## config.mk

```make
export PLATFORM = sky130hd
export DESIGN_NAME = slt_ctrl
export DESIGN_NICKNAME = d
export VERILOG_FILES = /design/src/shared/slt_pkg.sv /design/src/verilog/slt_ctrl.sv
export SDC_FILE = /design/constraint.sdc
export NUM_CORES = 1
export LEC_CHECK = 0
export BUFFER_PORTS_ARGS = -buffer_cell sky130_fd_sc_hd__buf_2
export CAP_MARGIN = 20
export CORE_UTILIZATION = 54
export CTS_CLUSTER_SIZE = 10
export DETAILED_ROUTE_END_ITERATION = 7
export HOLD_SLACK_MARGIN = 0.12
export PLACE_DENSITY_LB_ADDON = 0.3
export SKIP_CTS_REPAIR_TIMING = 1
export SKIP_LAST_GASP = 1
export SLEW_MARGIN = 40
export SYNTH_ARGS = -nofsm -noshare
export SYNTH_HDL_FRONTEND = slang
export SYNTH_SLANG_ARGS = --single-unit
```

## constraint.sdc

```tcl
create_clock -name core_clk -period 2.5 [get_ports core_clk]
set_input_delay 0.5 -clock core_clk [delete_from_list [all_inputs] [get_ports core_clk]]
set_output_delay 0.5 -clock core_clk [all_outputs]
set_load 0.02 [all_outputs]
```

## src/shared/slt_pkg.sv

```systemverilog
// constants for the switch lookup table control and status registers
//
// Behaviour
// RL1: After a fabric reset the init-done bit reads 0, the table is initialized for about 20 us, and then the bit sets itself to 1.
// RL2: While table initialization is running every packet arriving on any port is dropped.
// RL3: Software should poll init-done and wait for 1 before writing table entries or lookup configuration.
// RL4: Status bit 0 is high while a table command executes, clears itself at command completion, and resets to 0.
// RL5: The aging time field in bits 27:16 gives a minimum aging interval of value plus one seconds.
// RL6: The aging time field resets to 129h, a minimum interval of 298 seconds.
// RL7: The broadcast address may be used as a table entry only while configuration bit 2 is set; it resets to 0.
// RL8: Entry aging runs only while configuration bit 1 is set; it resets to 1.
// RL9: With configuration bit 0 set the aging timer counts milliseconds instead of seconds; it resets to 0.
// RL10: With the port-2 override enabled, port-2 packets go to the port chosen by bits 10:9 (00 port 0, 01 port 1, 10 reserved); the field resets to 00b.
// RL11: With override enable bit 8 set the destination lookup result of port-2 packets is replaced, all other entry data still applies.
// RL12: Reserved bits of the three registers read as zero and ignore writes.
package slt_pkg;

    // ------------------------------------------------------------
    // register indices (byte address is four times the index)
    // ------------------------------------------------------------
    localparam logic [13:0] IDX_CMD_STS = 14'h1808;
    localparam logic [13:0] IDX_CFG = 14'h1809;
    localparam logic [13:0] IDX_OVERRIDE = 14'h180A;
    localparam logic [13:0] IDX_IRQ_STATUS = 14'h1810;
    localparam logic [13:0] IDX_IRQ_CLEAR = 14'h1811;
    localparam logic [13:0] IDX_IRQ_ENABLE = 14'h1812;

    // ------------------------------------------------------------
    // field positions and reset values
    // ------------------------------------------------------------
    localparam int STS_PENDING_BIT = 0;
    localparam int STS_INIT_DONE_BIT = 1;
    localparam int CFG_TEST_BIT = 0;
    localparam int CFG_AGE_EN_BIT = 1;
    localparam int CFG_BCAST_BIT = 2;
    localparam int CFG_AGE_LSB = 16;
    localparam int CFG_AGE_MSB = 27;
    localparam int OVR_EN_BIT = 8;
    localparam int OVR_SEL_LSB = 9;
    localparam int OVR_SEL_MSB = 10;
    localparam logic [11:0] AGE_TIME_RST = 12'h129;
    localparam logic AGE_EN_RST = 1'b1;
    localparam logic BCAST_RST = 1'b0;
    localparam logic TEST_RST = 1'b0;
    localparam logic OVR_EN_RST = 1'b0;
    localparam logic [1:0] OVR_SEL_RST = 2'h0;

    // override selector codes and forwarding port codes
    localparam logic [1:0] OVR_SEL_PORT0 = 2'h0;
    localparam logic [1:0] OVR_SEL_PORT1 = 2'h1;
    localparam logic [1:0] INGRESS_PORT2 = 2'h2;
    localparam logic [2:0] DEST_PORT0 = 3'h0;
    localparam logic [2:0] DEST_PORT1 = 3'h1;

    // interrupt event bits
    localparam int IRQ_W = 3;
    localparam int EV_INIT_DONE = 0;
    localparam int EV_CMD_DONE = 1;
    localparam int EV_AGE_SWEEP = 2;

    // ------------------------------------------------------------
    // timing
    // ------------------------------------------------------------
    localparam int CLK_FREQ_HZ = 20_000_000;
    localparam int INIT_TIME_US = 20;
    localparam int INIT_CYCLES = INIT_TIME_US * (CLK_FREQ_HZ / 1_000_000);
    localparam logic [8:0] INIT_CNT_LAST = 9'(INIT_CYCLES - 1);
    localparam int MS_TIME_US = 1000;
    localparam int MS_CYCLES_DFLT = MS_TIME_US * (CLK_FREQ_HZ / 1_000_000);
    localparam int MS_CNT_W = 15;
    localparam int MS_PER_S = 1000;
    localparam logic [9:0] MS_PER_S_LAST = 10'(MS_PER_S - 1);

endpackage

```

## src/verilog/slt_ctrl.sv

```systemverilog
// lookup table control registers: init sequencing, aging timer, port-2 override
module slt_ctrl
    import slt_pkg::*;
#(
    parameter int MS_CYCLES = MS_CYCLES_DFLT
) (
    input wire logic core_clk,
    input wire logic resetn,
    input wire logic [15:0] avs_address,
    input wire logic avs_read,
    input wire logic avs_write,
    input wire logic [31:0] avs_writedata,
    input wire logic [3:0] avs_byteenable,
    output logic [31:0] avs_readdata,
    output logic avs_waitrequest,
    input wire logic cmd_start,
    input wire logic cmd_done,
    input wire logic lookup_valid,
    input wire logic [1:0] lookup_ingress,
    input wire logic [2:0] lookup_dest,
    output logic result_valid,
    output logic [2:0] result_dest,
    output logic drop_all,
    output logic age_enable,
    output logic age_sweep,
    output logic allow_broadcast,
    output logic irq
);

    // ------------------------------------------------------------
    // state
    // ------------------------------------------------------------
    typedef enum logic [1:0] {
        ST_INIT = 2'b01,
        ST_RUN = 2'b10
    } slt_phase_t;

    typedef struct packed {
        slt_phase_t phase;
        logic [8:0] init_cnt;
        logic init_done;
        logic pending;
        logic [11:0] aging_time;
        logic age_en;
        logic bcast;
        logic test;
        logic ovr_en;
        logic [1:0] ovr_sel;
        logic [MS_CNT_W-1:0] ms_cnt;
        logic [9:0] ms_in_s;
        logic ms_tick;
        logic sec_tick;
        logic [11:0] age_cnt;
        logic age_sweep;
        logic [IRQ_W-1:0] irq_status;
        logic [IRQ_W-1:0] irq_enable;
        logic ack;
        logic [31:0] readdata;
        logic result_valid;
        logic [2:0] result_dest;
    } slt_state_t;

    localparam slt_state_t ST_RESET = '{
        phase: ST_INIT,
        init_cnt: 9'h000,
        init_done: 1'b0,
        pending: 1'b0,
        aging_time: AGE_TIME_RST, //RL6
        age_en: AGE_EN_RST,
        bcast: BCAST_RST,
        test: TEST_RST,
        ovr_en: OVR_EN_RST,
        ovr_sel: OVR_SEL_RST,
        ms_cnt: '0,
        ms_in_s: 10'h000,
        ms_tick: 1'b0,
        sec_tick: 1'b0,
        age_cnt: 12'h000,
        age_sweep: 1'b0,
        irq_status: '0,
        irq_enable: '0,
        ack: 1'b0,
        readdata: 32'h0000_0000,
        result_valid: 1'b0,
        result_dest: 3'h0
    };

    localparam logic [MS_CNT_W-1:0] MS_CNT_LAST = MS_CNT_W'(MS_CYCLES - 1);

    slt_state_t st;
    slt_state_t next_st;

    // ------------------------------------------------------------
    // helpers
    // ------------------------------------------------------------
    function automatic logic [31:0] be_mask(input logic [3:0] be);
        return {{8{be[3]}}, {8{be[2]}}, {8{be[1]}}, {8{be[0]}}};
    endfunction

    function automatic logic [31:0] read_word(input slt_state_t s, input logic [13:0] idx);
        logic [31:0] w;
        w = 32'h0000_0000;
        // unlisted bits stay zero, so reserved fields read as zero
        unique case (idx)
            IDX_CMD_STS: begin
                w[STS_PENDING_BIT] = s.pending;
                w[STS_INIT_DONE_BIT] = s.init_done;
            end
            IDX_CFG: begin
                w[CFG_AGE_MSB:CFG_AGE_LSB] = s.aging_time;
                w[CFG_BCAST_BIT] = s.bcast;
                w[CFG_AGE_EN_BIT] = s.age_en;
                w[CFG_TEST_BIT] = s.test;
            end
            IDX_OVERRIDE: begin
                w[OVR_SEL_MSB:OVR_SEL_LSB] = s.ovr_sel;
                w[OVR_EN_BIT] = s.ovr_en;
            end
            IDX_IRQ_STATUS: w[IRQ_W-1:0] = s.irq_status;
            IDX_IRQ_ENABLE: w[IRQ_W-1:0] = s.irq_enable;
            default: w = 32'h0000_0000;
        endcase
        return w;
    endfunction

    // ------------------------------------------------------------
    // next state
    // ------------------------------------------------------------
    always_comb begin
        logic [13:0] idx;
        logic [31:0] mask;
        logic [31:0] wd;
        logic wr_now;
        logic unit_tick;
        logic [IRQ_W-1:0] events;
        logic [IRQ_W-1:0] clr;
        idx = avs_address[15:2];
        mask = be_mask(avs_byteenable);
        wd = avs_writedata & mask;
        wr_now = avs_write && st.ack;
        unit_tick = 1'b0;
        events = '0;
        clr = '0;
        next_st = st;
        next_st.ms_tick = 1'b0;
        next_st.sec_tick = 1'b0;
        next_st.age_sweep = 1'b0;
        next_st.result_valid = 1'b0;

        // table initialization after reset; done bit sets itself
        unique case (st.phase)
            ST_INIT: begin
                if (st.init_cnt == INIT_CNT_LAST) begin //RL1
                    next_st.phase = ST_RUN;
                    next_st.init_done = 1'b1; //RL1
                end else begin
                    next_st.init_cnt = st.init_cnt + 9'h001;
                end
            end
            ST_RUN: begin
                next_st.init_done = 1'b1;
            end
        endcase

        // millisecond and second prescalers run free
        if (st.ms_cnt == MS_CNT_LAST) begin
            next_st.ms_cnt = '0;
            next_st.ms_tick = 1'b1;
        end else begin
            next_st.ms_cnt = st.ms_cnt + MS_CNT_W'(1);
        end
        if (st.ms_tick) begin
            if (st.ms_in_s == MS_PER_S_LAST) begin
                next_st.ms_in_s = 10'h000;
                next_st.sec_tick = 1'b1;
            end else begin
                next_st.ms_in_s = st.ms_in_s + 10'h001;
            end
        end

        // aging interval of (field + 1) units; unit is ms in test mode
        unit_tick = st.test ? st.ms_tick : st.sec_tick; //RL9
        if (!st.age_en) begin //RL8
            next_st.age_cnt = 12'h000;
        end else if (unit_tick) begin
            if (st.age_cnt >= st.aging_time) begin //RL5
                next_st.age_cnt = 12'h000;
                next_st.age_sweep = 1'b1;
            end else begin
                next_st.age_cnt = st.age_cnt + 12'h001;
            end
        end

        // command pending: start wins over a same-cycle completion
        if (cmd_start) begin //RL4
            next_st.pending = 1'b1;
        end else if (cmd_done) begin //RL4
            next_st.pending = 1'b0;
        end

        // bus: one wait cycle latches read data, access completes next
        next_st.ack = (avs_read || avs_write) && !st.ack;
        if (avs_read && !st.ack) begin
            next_st.readdata = read_word(st, idx);
        end
        if (wr_now) begin
            unique case (idx)
                IDX_CFG: begin
                    // only defined fields are stored, reserved bits ignore writes
                    if (avs_byteenable[2] || avs_byteenable[3]) begin
                        next_st.aging_time = (st.aging_time & ~mask[CFG_AGE_MSB:CFG_AGE_LSB])
                            | wd[CFG_AGE_MSB:CFG_AGE_LSB]; //RL12
                    end
                    if (avs_byteenable[0]) begin
                        next_st.bcast = avs_writedata[CFG_BCAST_BIT]; //RL7
                        next_st.age_en = avs_writedata[CFG_AGE_EN_BIT]; //RL8
                        next_st.test = avs_writedata[CFG_TEST_BIT]; //RL9
                    end
                end
                IDX_OVERRIDE: begin
                    if (avs_byteenable[1]) begin
                        next_st.ovr_en = avs_writedata[OVR_EN_BIT]; //RL11
                        next_st.ovr_sel = avs_writedata[OVR_SEL_MSB:OVR_SEL_LSB]; //RL10
                    end
                end
                IDX_IRQ_CLEAR: begin
                    if (avs_byteenable[0]) begin
                        clr = avs_writedata[IRQ_W-1:0];
                    end
                end
                IDX_IRQ_ENABLE: begin
                    if (avs_byteenable[0]) begin
                        next_st.irq_enable = avs_writedata[IRQ_W-1:0];
                    end
                end
                default: begin
                end
            endcase
        end

        // sticky events; a set in the clear cycle survives
        events[EV_INIT_DONE] = next_st.init_done && !st.init_done;
        events[EV_CMD_DONE] = st.pending && cmd_done && !cmd_start;
        events[EV_AGE_SWEEP] = next_st.age_sweep;
        next_st.irq_status = (st.irq_status & ~clr) | events;

        // lookup result, dropped during init, port-2 override applied
        if (lookup_valid && st.init_done) begin //RL2
            next_st.result_valid = 1'b1;
            next_st.result_dest = lookup_dest;
            if (lookup_ingress == INGRESS_PORT2 && st.ovr_en) begin //RL11
                // reserved selector codes leave the lookup result alone
                if (st.ovr_sel == OVR_SEL_PORT0) begin //RL10
                    next_st.result_dest = DEST_PORT0;
                end else if (st.ovr_sel == OVR_SEL_PORT1) begin //RL10
                    next_st.result_dest = DEST_PORT1;
                end
            end
        end
    end

    always_ff @(posedge core_clk) begin
        if (!resetn) begin
            st <= ST_RESET;
        end else begin
            st <= next_st;
        end
    end

    // ------------------------------------------------------------
    // outputs
    // ------------------------------------------------------------
    assign avs_readdata = st.readdata;
    assign avs_waitrequest = (avs_read || avs_write) && !st.ack;
    assign result_valid = st.result_valid;
    assign result_dest = st.result_dest;
    assign drop_all = !st.init_done; //RL2
    assign age_enable = st.age_en;
    assign age_sweep = st.age_sweep;
    assign allow_broadcast = st.bcast; //RL7
    assign irq = |(st.irq_status & st.irq_enable);
endmodule
```

-- Word level (Yosys, flattened, before mapping)
Cells that the tools add are included.
W data, S select, Z words.
- output and inout port bits: 42
- input port bits: 64
- register bits after elaboration: 100
- logic and storage cells: 98
- reduce and logical (&&, ||, !) cells: 25
- bitwise operators: 10
- order comparisons: 1
- mux-type cells: 23
- equal/unequal tests: 13
- add/subtract/negate cells: 4
- operators with widths (cell ; count):
    $eq A14 B13 Y1 const B ; 6
    $and A28 B28 Y28 ; 1
    $mux W12 ; 2
    $mux W3 ; 7
    $add A15 B1 Y15 const B ; 1
    $eq A15 B15 Y1 const B ; 1
    $add A12 B1 Y12 const B ; 1
    $and A12 B12 Y12 ; 1
    $ge A12 B12 Y1 ; 1
    $not A12 Y12 ; 1
    $or A12 B12 Y12 ; 1
    $reduce_and A3 Y1 ; 4
    $add A10 B1 Y10 const B ; 1
    $eq A10 B10 Y1 const B ; 1
    $mux W10 ; 1
    $add A9 B1 Y9 const B ; 1
    $eq A9 B9 Y1 const B ; 1
    $mux W1 ; 9
    $logic_and A1 B1 Y1 ; 8
    $pmux W2 S4 ; 1
    $reduce_and A2 Y1 ; 4
    $and A3 B3 Y3 ; 2
    $eq A2 B1 Y1 const B ; 2
    $eq A2 B2 Y1 const B ; 2
    12 further kinds ; 16

-- Longest topological paths before layout
Gate-level depths: netlist (run 1).
- word-level depth: 6
- depth in mapped cells: 7
- mapped depth without buffers: 7

-- Worst setup path after synthesis (run 1)
No wires, ideal clock.
- kind: in2reg
- start point: input port avs_address[15]
- end point: register (tool-made name)
- path slack: 0.525 ns
- data arrival time: 1.845 ns
- data required time: 2.370 ns
- path buffers: 2
- stages: 7
- setup time: 0.130 ns
- cell sequence: and4bb_2 nand2_2 buf_6 or4_4 buf_6 mux2i_1 nand2_1
- RTL lines (what ; RTL line ; source):
    start, declared ; slt_ctrl.sv:9 ; input wire logic [15:0] avs_address,

==> results of run 1 <==
-- metal layers --
metal,GRT usage (%),vias to the layer above
li1,-,1905
met1,27.7,1839
met2,40.1,79
met3,4.47,12
met4,9.58,0
met5,0,-
-- worst max-delay path: cells and delay by family, from the launching register on --
family                     cells  cell delay, ns
and+or+nand+nor                1            0.18
adders and majority gates      1            0.31
DFF                            1            0.37
buffers and inverters          1            0.07
AOI/OAI and AO/OA              4            0.99
-- synthesized netlist by cell type (2+ instances only) --
| master | count |
|---|---|
| nand4_1 | 15 |
| ha_1 | 16 |
| nor4_1 | 2 |
| inv_1 | 24 |
| nand3_1 | 25 |
| clkbuf_1 | 10 |
| or3_1 | 2 |
| nor2b_1 | 4 |
| dfxtp_1 | 100 |
| nor4b_1 | 2 |
| buf_6 | 2 |
| a2111oi_0 | 2 |
| o21a_1 | 4 |
| nor2_1 | 93 |
| nor3_1 | 9 |
| a21oi_1 | 19 |
| a22oi_1 | 15 |
| mux2i_1 | 22 |
| a221oi_1 | 3 |
| buf_2 | 2 |
| and3_1 | 10 |
| and2_1 | 2 |
| nand2_1 | 37 |
| xnor2_1 | 14 |
| xor2_1 | 23 |
| nor3b_1 | 2 |
| a31oi_1 | 2 |
| nand2b_1 | 4 |
| nand4b_1 | 2 |
| o21ai_0 | 9 |
| buf_4 | 35 |
-- layout make-up --
type	count	area share, %
well taps	105	2.54
clock inverters	6	1.26
clock buffers	10	2.46
multi-input cells	376	45.1
inverters	24	1.74
repair buffers	82	8.26
flip-flops and latches	100	38.7
-- cell families after synthesis --
| family | Yosys count | synth area share (%) |
|---|---|---|
| AND/OR/NAND/NOR | 222 | 23.1 |
| other | 1 | 0.0795 |
| multiplexers | 23 | 4.91 |
| XOR/XNOR | 37 | 6.87 |
| buffers and inverters | 75 | 9.15 |
| AO/OA/AOI/OAI | 64 | 9.23 |
| flip-flops | 100 | 42.4 |
| adder cells (fa/ha/maj) | 16 | 4.24 |
-- cell usage in the layout (no fill, tap or decap), types with 3 or more instances in the layout --
cell type / netlist / layout
a21oi_1: 19 / 19
a221oi_1: 3 / 3
a22oi_1: 15 / 15
and3_1: 10 / 10
buf_2: 2 / 75
buf_4: 35 / 7
clkbuf_8: 0 / 9
conb_1: 1 / 14
dfxtp_1: 100 / 100
ha_1: 16 / 16
inv_1: 24 / 24
mux2i_1: 22 / 22
nand2_1: 37 / 37
nand2b_1: 4 / 4
nand3_1: 25 / 25
nand4_1: 15 / 15
nor2_1: 93 / 93
nor2b_1: 4 / 4
nor3_1: 9 / 9
o21a_1: 4 / 4
o21ai_0: 9 / 9
xnor2_1: 14 / 14
xor2_1: 23 / 23
-- final timing paths --
kind                     start             end  cells after the start
max                   register          st[55]                      7
min          avs_writedata[21]        register                      3
max reg2reg           register          st[55]                      7
min reg2reg     result_dest[2]  result_dest[2]                      2
-- report_power, final --
group / switching (mW) / internal, mW
sequential: 0.0118 / 1.60
clock: 0.559 / 0.464
combinational: 0.0978 / 0.0541
total: 0.669 / 2.12
-- per-stage QoR --
step | hold WS [ns] | power [mW]
3_5_place_dp | 0.452 | 1.80
5_1_grt | 0.342 | 2.89
6_report | 0.342 | 2.79
3_3_place_gp | 0.437 | 1.80
2_1_floorplan | 0.430 | 1.75
4_1_cts | 0.341 | 2.81
==> results.md, run 1 <==
* Final hold vios at 0
* CP Capture Type: register
* R2r setup slk at 0.52 ns
* Avg Synthesized Cell Area at 8.77 sq um
* Primary FF master, synth: dfxtp_1
* Fin util at 62.1%
* Final std cells w/o fill at 703
* Peak VDD IR at 0.324 mV
* First-pass GRT wire length at 16.3 mm
* Clk pin slew, worst setup/hold paths at 0.10 ns
* Fmax at 506 MHz
* Post-synth top area cell: dfxtp_1
* M1 WL at 4.42 mm
* Post-synth EDFFs at 0
* CP cell instances: inv_1 -> ha_1 -> a21oi_1 -> o21ai_0 -> a21oi_1 -> o221ai_2 -> nor2_1
* 1st-iter DRT viols at 164
* Seq/Total Area, Yosys at 42.4%
* Fin crit share at 79.0%
* Cell Count Post-Placement at 687
* Yosys top cell area share at 42.4%
* Max Slew Vio Count at 0
* Num ports at 106
* Distinct cells, synth at 58
* CTS root buffer: clkbuf_8
* Placed Area at 0.00498 sq mm
* Fillers at 740
* Die H at 95.5 microns
* Clock latency at the later pin of the worst-skew pair at 0.37 ns
* Top layer in use: met4
* Final Cell Area at 0.00518 sq mm
* Most frequent CP cell: a21oi_1
* Worst-Margin Slew at 0.759 ns
* Gr ovfl total at 0
* DR WL/cell at 14.3 microns
* First-pass DRT Iterations at 4
* Placer Congestion at 0.853
* Via Count at 3835
* Final min period at 1.98 ns
* Num CTS Buffers at 9
* CP max FO at 9
* Final WS setup at 0.525 ns
* WP data required at 2.81 ns
* Sequential cell area at 0.00200 sq mm
* Setup Skew at 0.0124 ns
* Initial core utilization at 56.6%
* Post-synthesis instance area at 0.00472 sq mm
* Number of synthesis warnings at 0
* # diodes at 0
* CP max-delay cell: a21oi_1
* Global Route Usage Sum at 23.1%
* Synth area leaders: dfxtp_1, nor2_1, buf_4
* Largest net degree at the start of global routing at 30
* Endpoints failing setup at 0
* Seq cells post-synth at 100
* DRC at 0
* CTS tree: yes
* Relative slew slack at 47.9%
* Post-DRT Antenna Nets at 0
* Die W at 95.5 microns
* Placed wire-length estimate at 7.43 mm
* CP peak stage delay at 0.43 ns
* Area grow syn2layout at 9.73%
* Fin Setup TNS at 0 ns
* Status: finished, final reports clean
* WS Path Type: reg2reg
* Std-Cell Rows at 33
* I/O Buffers at 75
* RSZ-0062 raised after global routing: false
* Initial antenna violation count at 0
* Via/cell ratio at 5.46
* Met3 WL at 413 microns
* Share of layout cells above drive strength 1 at 18.1%
* Leak at 2.20 nW
* Core area at 0.00834 sq mm
* H-tree depth at 3
* Met2 WL at 5.08 mm
* Clock sink total at 100
* Async S/R FF share, synth at 0%
* Power per cell area at 539 mW/mm^2
* MaxCap Viol Count at 0
* CP Data Arrival Time at 2.28 ns
* Die area at 0.00912 sq mm
* CP startpoint kind: register
* Final #Nets at 673
* Gate Count Post-Synth at 538
* Longest Clk Path Bufs at 2
* Pre-CTS WS at 0.277 ns
* Worst min path class: in2reg
* Number of global-route vias before repair at 3705
* Routed wire length at 10.0 mm
* Area taken by multi-input logic gates at 0.00233 sq mm
(Power assumes the default switching activity.)
==> inputs of run 2 (changes only) <==
==> constraint.sdc (replaced) <==
create_clock -name core_clk -period 2.05 [get_ports core_clk]
set_input_delay 0.41 -clock core_clk [delete_from_list [all_inputs] [get_ports core_clk]]
set_output_delay 0.41 -clock core_clk [all_outputs]
set_load 0.02 [all_outputs]
==> results.md, run 2 (synthesized netlist as in run 1, its figures left out) <==
* Largest net degree at the start of global routing at 35 (+17%)
* CP startpoint kind: register
* RSZ-0062 raised after global routing: false
* Peak VDD IR at 0.470 mV (+45%)
* Fin Setup TNS at 0 ns (unchanged)
* Gr ovfl total at 0 (unchanged)
* CTS root buffer: clkbuf_8
* Initial antenna violation count at 0 (unchanged)
* Via Count at 3786 (-1.3%)
* Post-DRT Antenna Nets at 0 (unchanged)
* Fmax at 525 MHz (+3.6%)
* Die H at 95.5 microns (unchanged)
* CP cell instances: inv_1 -> ha_1 -> nand4_1 -> or3_1 -> o221ai_2 -> nor2_1
* Endpoints failing setup at 0 (unchanged)
* Clock Power Share at 37.4% (+0.7 points)
* CP Capture Type: register
* Clk pin slew, worst setup/hold paths at 0.11 ns (about the same)
* Setup Skew at 0.0141 ns (+0.00166 ns)
* Sw Share at 24.4% (+0.44 points)
* 1st-iter DRT viols at 198 (+21%)
* CP max-delay cell: o221ai_2
* Relative slew slack at 49.9% (+2.0 points)
* Final min period at 1.91 ns (-0.0695 ns)
* CTS tree: yes
* Combinational share of power at 5.5% (about the same)
* Num ports at 106 (unchanged)
* Die area at 0.00912 sq mm (unchanged)
* H-tree depth at 3 (unchanged)
* DRC at 0 (unchanged)
* First-pass DRT Iterations at 4 (unchanged)
* First-pass GRT wire length at 15.7 mm (-4.0%)
* Final hold vios at 0 (unchanged)
* Num CTS Buffers at 9 (unchanged)
* Die W at 95.5 microns (unchanged)
* Fin Hold WS at 0.262 ns (-0.0798 ns)
* Share of layout cells above drive strength 1 at 19.4% (+1.4 points)
* Fin crit share at 93.0% (+14 points)
* Sequential share of power at 57.1% (-0.8 points)
* WS Path Type: reg2reg
* NetSw at 0.842 mW (+26%)
* Std-Cell Rows at 33 (unchanged)
* Number of global-route vias before repair at 3516 (-5.1%)
* DR WL/cell at 13.5 microns (-5.6%)
* Placer Congestion at 0.835 (-2.1%)
* Status: finished, final reports clean
* CP Data Arrival Time at 2.14 ns (-0.14 ns)
* Final #Nets at 682 (+1.3%)
* Most common cell after layout, fill and taps aside: dfxtp_1
* Max Slew Vio Count at 0 (unchanged)
* CP max FO at 9 (unchanged)
* Area grow syn2layout at 11.7%
* Initial core utilization at 56.6% (unchanged)
* Placed wire-length estimate at 7.22 mm (-2.9%)
* # diodes at 0 (unchanged)
* Clock latency at the later pin of the worst-skew pair at 0.36 ns (about the same)
* I/O Buffers at 75 (unchanged)
* Worst-Margin Slew at 0.730 ns (-0.0290 ns)
* Via/cell ratio at 5.32 (-2.5%)
* Internal Power at 2.61 mW (+23%)
* Worst min path class: in2reg
* Most frequent cells in the layout: dfxtp_1, nor2_1, buf_2, nand2_1, nand3_1
* Core area at 0.00834 sq mm (unchanged)
* Longest Clk Path Bufs at 2 (unchanged)
* Global Route Usage Sum at 21.8% (-1.2 points)
* MaxCap Viol Count at 0 (unchanged)
* CP peak stage delay at 0.42 ns (about the same)
* WP data required at 2.28 ns (-0.53 ns)
* Leak at 2.26 nW (+2.4%)
* Power per cell area at 655 mW/mm^2 (+22%)
* Clock sink total at 100 (unchanged)
* Routed wire length at 9.61 mm (-4.4%)
-- run 2: final timing paths --
path	start	cells after the start	endpoint	slack (ns)
hold / removal	avs_writedata[19]	3	register	0.26
setup / recovery	register	6	st[49]	0.14
hold reg to reg	result_dest[1]	2	result_dest[1]	0.47
setup reg to reg	register	6	st[49]	0.14
-- run 2: area by class of cell --
| type | count | area [sq um] |
|---|---|---|
| fillers | 737 | 3070 |
| multi-input cells | 376 | 2330 |
| flip-flops and latches | 100 | 2000 |
| repair buffers | 91 | 508 |
| well taps | 105 | 131 |
| clock buffers | 9 | 124 |
| inverters | 24 | 90.1 |
| clock inverters | 7 | 81.3 |
-- run 2: metrics by stage --
step | power (mW) | cell area, sq um | setup slack (ns) | instances | util [%]
2_1_floorplan | 2.14 | 4770 | 0.165 | 551 | -
3_3_place_gp | 2.20 | 5060 | 0.0337 | 696 | 60.7
3_5_place_dp | 2.20 | 5060 | 0.0319 | 696 | 60.7
4_1_cts | 3.48 | 5270 | 0.120 | 712 | 63.2
5_1_grt | 3.59 | 5270 | 0.00736 | 712 | 63.2
6_report | 3.45 | 5270 | 0.144 | 712 | 63.2
-- run 2: power groups by stage --
stage                     Sequential [mW]  Combinational, mW  Clock, mW
after global routing                 1.97              0.211       1.41
after detailed placement             2.02              0.190          0
after floorplan                      2.01              0.128          0
final                                1.97              0.191       1.29
after CTS                            1.97              0.191       1.32
after global placement               2.01              0.186          0
-- run 2: worst max-delay path: cells and delay by family (launching register included) --
| family | cells | cell delay [ns] |
|---|---|---|
| AND/OR/NAND/NOR | 3 | 0.61 |
| adder cells (fa/ha/maj) | 1 | 0.32 |
| buffers and inverters | 1 | 0.05 |
| AO/OA/AOI/OAI | 1 | 0.42 |
| flip-flops | 1 | 0.37 |
-- run 2: metal layers --
metal | track usage [%] | share of wire (%)
met5 | 0 | 0
met4 | 7.09 | 1.5
met3 | 5.66 | 4.6
met2 | 36.4 | 48
met1 | 27.4 | 45
==> inputs of run 3 (changes only) <==
--- a/config.mk
+++ b/config.mk
@@ -12,9 +12,10 @@
 export DETAILED_ROUTE_END_ITERATION = 7
 export HOLD_SLACK_MARGIN = 0.12
 export PLACE_DENSITY_LB_ADDON = 0.3
+export RECOVER_POWER = 100
 export SKIP_CTS_REPAIR_TIMING = 1
 export SKIP_LAST_GASP = 1
-export SLEW_MARGIN = 40
+export SLEW_MARGIN = 15
 export SYNTH_ARGS = -nofsm -noshare
 export SYNTH_HDL_FRONTEND = slang
 export SYNTH_SLANG_ARGS = --single-unit
==> results.md, run 3 (synthesized netlist as in run 1, its figures left out) <==
* DR WL/cell at 13.5 microns (+0.24%)
* Final min period at 1.91 ns (+0.00304 ns)
* Longest Clk Path Bufs at 2 (unchanged)
* Worst Hold Depth at 3 (unchanged)
* CP Capture Type: register
* Worst r2r path cells at 6 (unchanged)
* Clk pin slew, worst setup/hold paths at 0.11 ns (about the same)
* MaxCap Viol Count at 0 (unchanged)
* # diodes at 0 (unchanged)
* Std-Cell Rows at 33 (unchanged)
* Endpoints failing setup at 0 (unchanged)
* Cell Count Post-Placement at 696 (unchanged)
* Largest net degree at the start of global routing at 35 (unchanged)
* Share of layout cells above drive strength 1 at 13.5% (-5.9 points)
* CP max FO at 9 (unchanged)
* Placed wire-length estimate at 7.22 mm (unchanged)
* CP cell instances: inv_1 -> ha_1 -> nand4_1 -> or3_1 -> o221ai_2 -> nor2_1
* CP max-delay cell: o221ai_2
* First-pass GRT wire length at 15.7 mm (unchanged)
* Worst-Margin Slew at 0.742 ns (+0.0121 ns)
* Relative slew slack at 49.1% (-0.83 points)
* Most frequent cells in the layout: dfxtp_1, nor2_1, buf_2, nand2_1, clkbuf_1
* Fillers at 762 (+3.4%)
* Worst min path class: in2reg
* Peak VDD IR at 0.469 mV (-0.27%)
* Die area at 0.00912 sq mm (unchanged)
* Die H at 95.5 microns (unchanged)
* Initial core utilization at 56.6% (unchanged)
* CP peak stage delay at 0.42 ns (about the same)
* Num ports at 106 (unchanged)
* First-pass DRT Iterations at 5 (+1)
* Final #Nets at 682 (unchanged)
* Fmax at 524 MHz (-0.16%)
* R2r setup slk at 0.14 ns (about the same)
* Num CTS Buffers at 9 (unchanged)
* Global Route Usage Sum at 21.8% (unchanged)
* DRC at 0 (unchanged)
* Hold Crit Start: avs_writedata[19]
* Buf/Inv on CP at 1 (unchanged)
* CTS tree: yes
* WP data required at 2.29 ns (about the same)
* Clock latency at the later pin of the worst-skew pair at 0.36 ns (about the same)
* I/O Buffers at 75 (unchanged)
* WS Path Type: reg2reg
* Power per cell area at 664 mW/mm^2 (+1.3%)
* Number of global-route vias before repair at 3516 (unchanged)
* Routed wire length at 9.63 mm (+0.24%)
* Status: finished, final reports clean
* CTS root buffer: clkbuf_8
* Area grow syn2layout at 10.0%
* Setup Skew at 0.0145 ns (+0.000403 ns)
* Max Slew Vio Count at 0 (unchanged)
* Via Count at 3802 (+0.42%)
* Gr ovfl total at 0 (unchanged)
* Worst r2r dst: st[51]
* Post-DRT Antenna Nets at 0 (unchanged)
* Crit-path leading delay family: simple AND/OR/NAND/NOR gates
* Via/cell ratio at 5.34 (+0.42%)
* Clock sink total at 100 (unchanged)
* CP Data Arrival Time at 2.15 ns (about the same)
* Final hold vios at 0 (unchanged)
* 1st-iter DRT viols at 214 (+8.1%)
* Die W at 95.5 microns (unchanged)
* Core area at 0.00834 sq mm (unchanged)
* Fin Setup TNS at 0 ns (unchanged)
* Most common cell after layout, fill and taps aside: dfxtp_1
* Placer Congestion at 0.835 (unchanged)
* Final std cells w/o fill at 712 (unchanged)
* Leak at 2.12 nW (-6.2%)
* Initial antenna violation count at 0 (unchanged)
* Fin crit share at 93.1% (+0.15 points)
* H-tree depth at 3 (unchanged)
* CP startpoint kind: register
* RSZ-0062 raised after global routing: false
-- run 3: how the worst max path moves through the flow --
stage                    start  slack [ns]  cells after the start  endpoint
2_1_floorplan  avs_address[15]        0.17                      7  register
3_3_place_gp   avs_address[15]        0.03                      6  register
3_5_place_dp   avs_address[15]        0.03                      6  register
4_1_cts               register        0.12                      6    st[49]
5_1_grt               register       0.007                      6    st[49]
6_report              register        0.14                      6    st[51]
-- run 3: tightest hold or removal path: cells and delay by family --
| kind | cells | cell delay (ns) |
|---|---|---|
| buf+inv | 1 | 0.08 |
| mux | 1 | 0.05 |
| simple gates | 1 | 0.06 |
-- run 3: through the flow --
stage                     cell area (sq um)  hold slack, ns  total power, mW  utilization (%)  setup WS (ns)
after global placement                 5060           0.438             2.20             60.7         0.0337
after global routing                   5190           0.250             3.59             62.2        0.00736
after CTS                              5270           0.250             3.48             63.2          0.120
final                                  5190           0.265             3.45             62.2          0.141
after floorplan                        4770           0.430             2.14                -          0.165
after detailed placement               5060           0.447             2.20             60.7         0.0319
-- run 3: per-layer routing --
layer  global-route usage [%]  vias up  wire length, microns
met3                     5.66        8                   476
li1                         -     1927                     -
met5                        0        -                     0
met2                     36.4       81                  4660
met4                     7.09        0                   114
met1                     27.4     1786                  4380
-- run 3: power by group --
part           switching, mW  internal, mW  total (mW)
clock                  0.709         0.582        1.29
sequential            0.0138          1.96        1.97
combinational          0.119        0.0656       0.185
total                  0.842          2.60        3.45
-- run 3: final cells by class --
cell class              instances  area [sq um]  area share [%]
clock inverters                 7          81.3            1.57
well taps                     105           131            2.53
repair buffers                 91           442            8.51
inverters                      24          90.1            1.74
flip-flops and latches        100          2000            38.6
clock buffers                   9           124            2.39
multi-input cells             376          2320            44.7
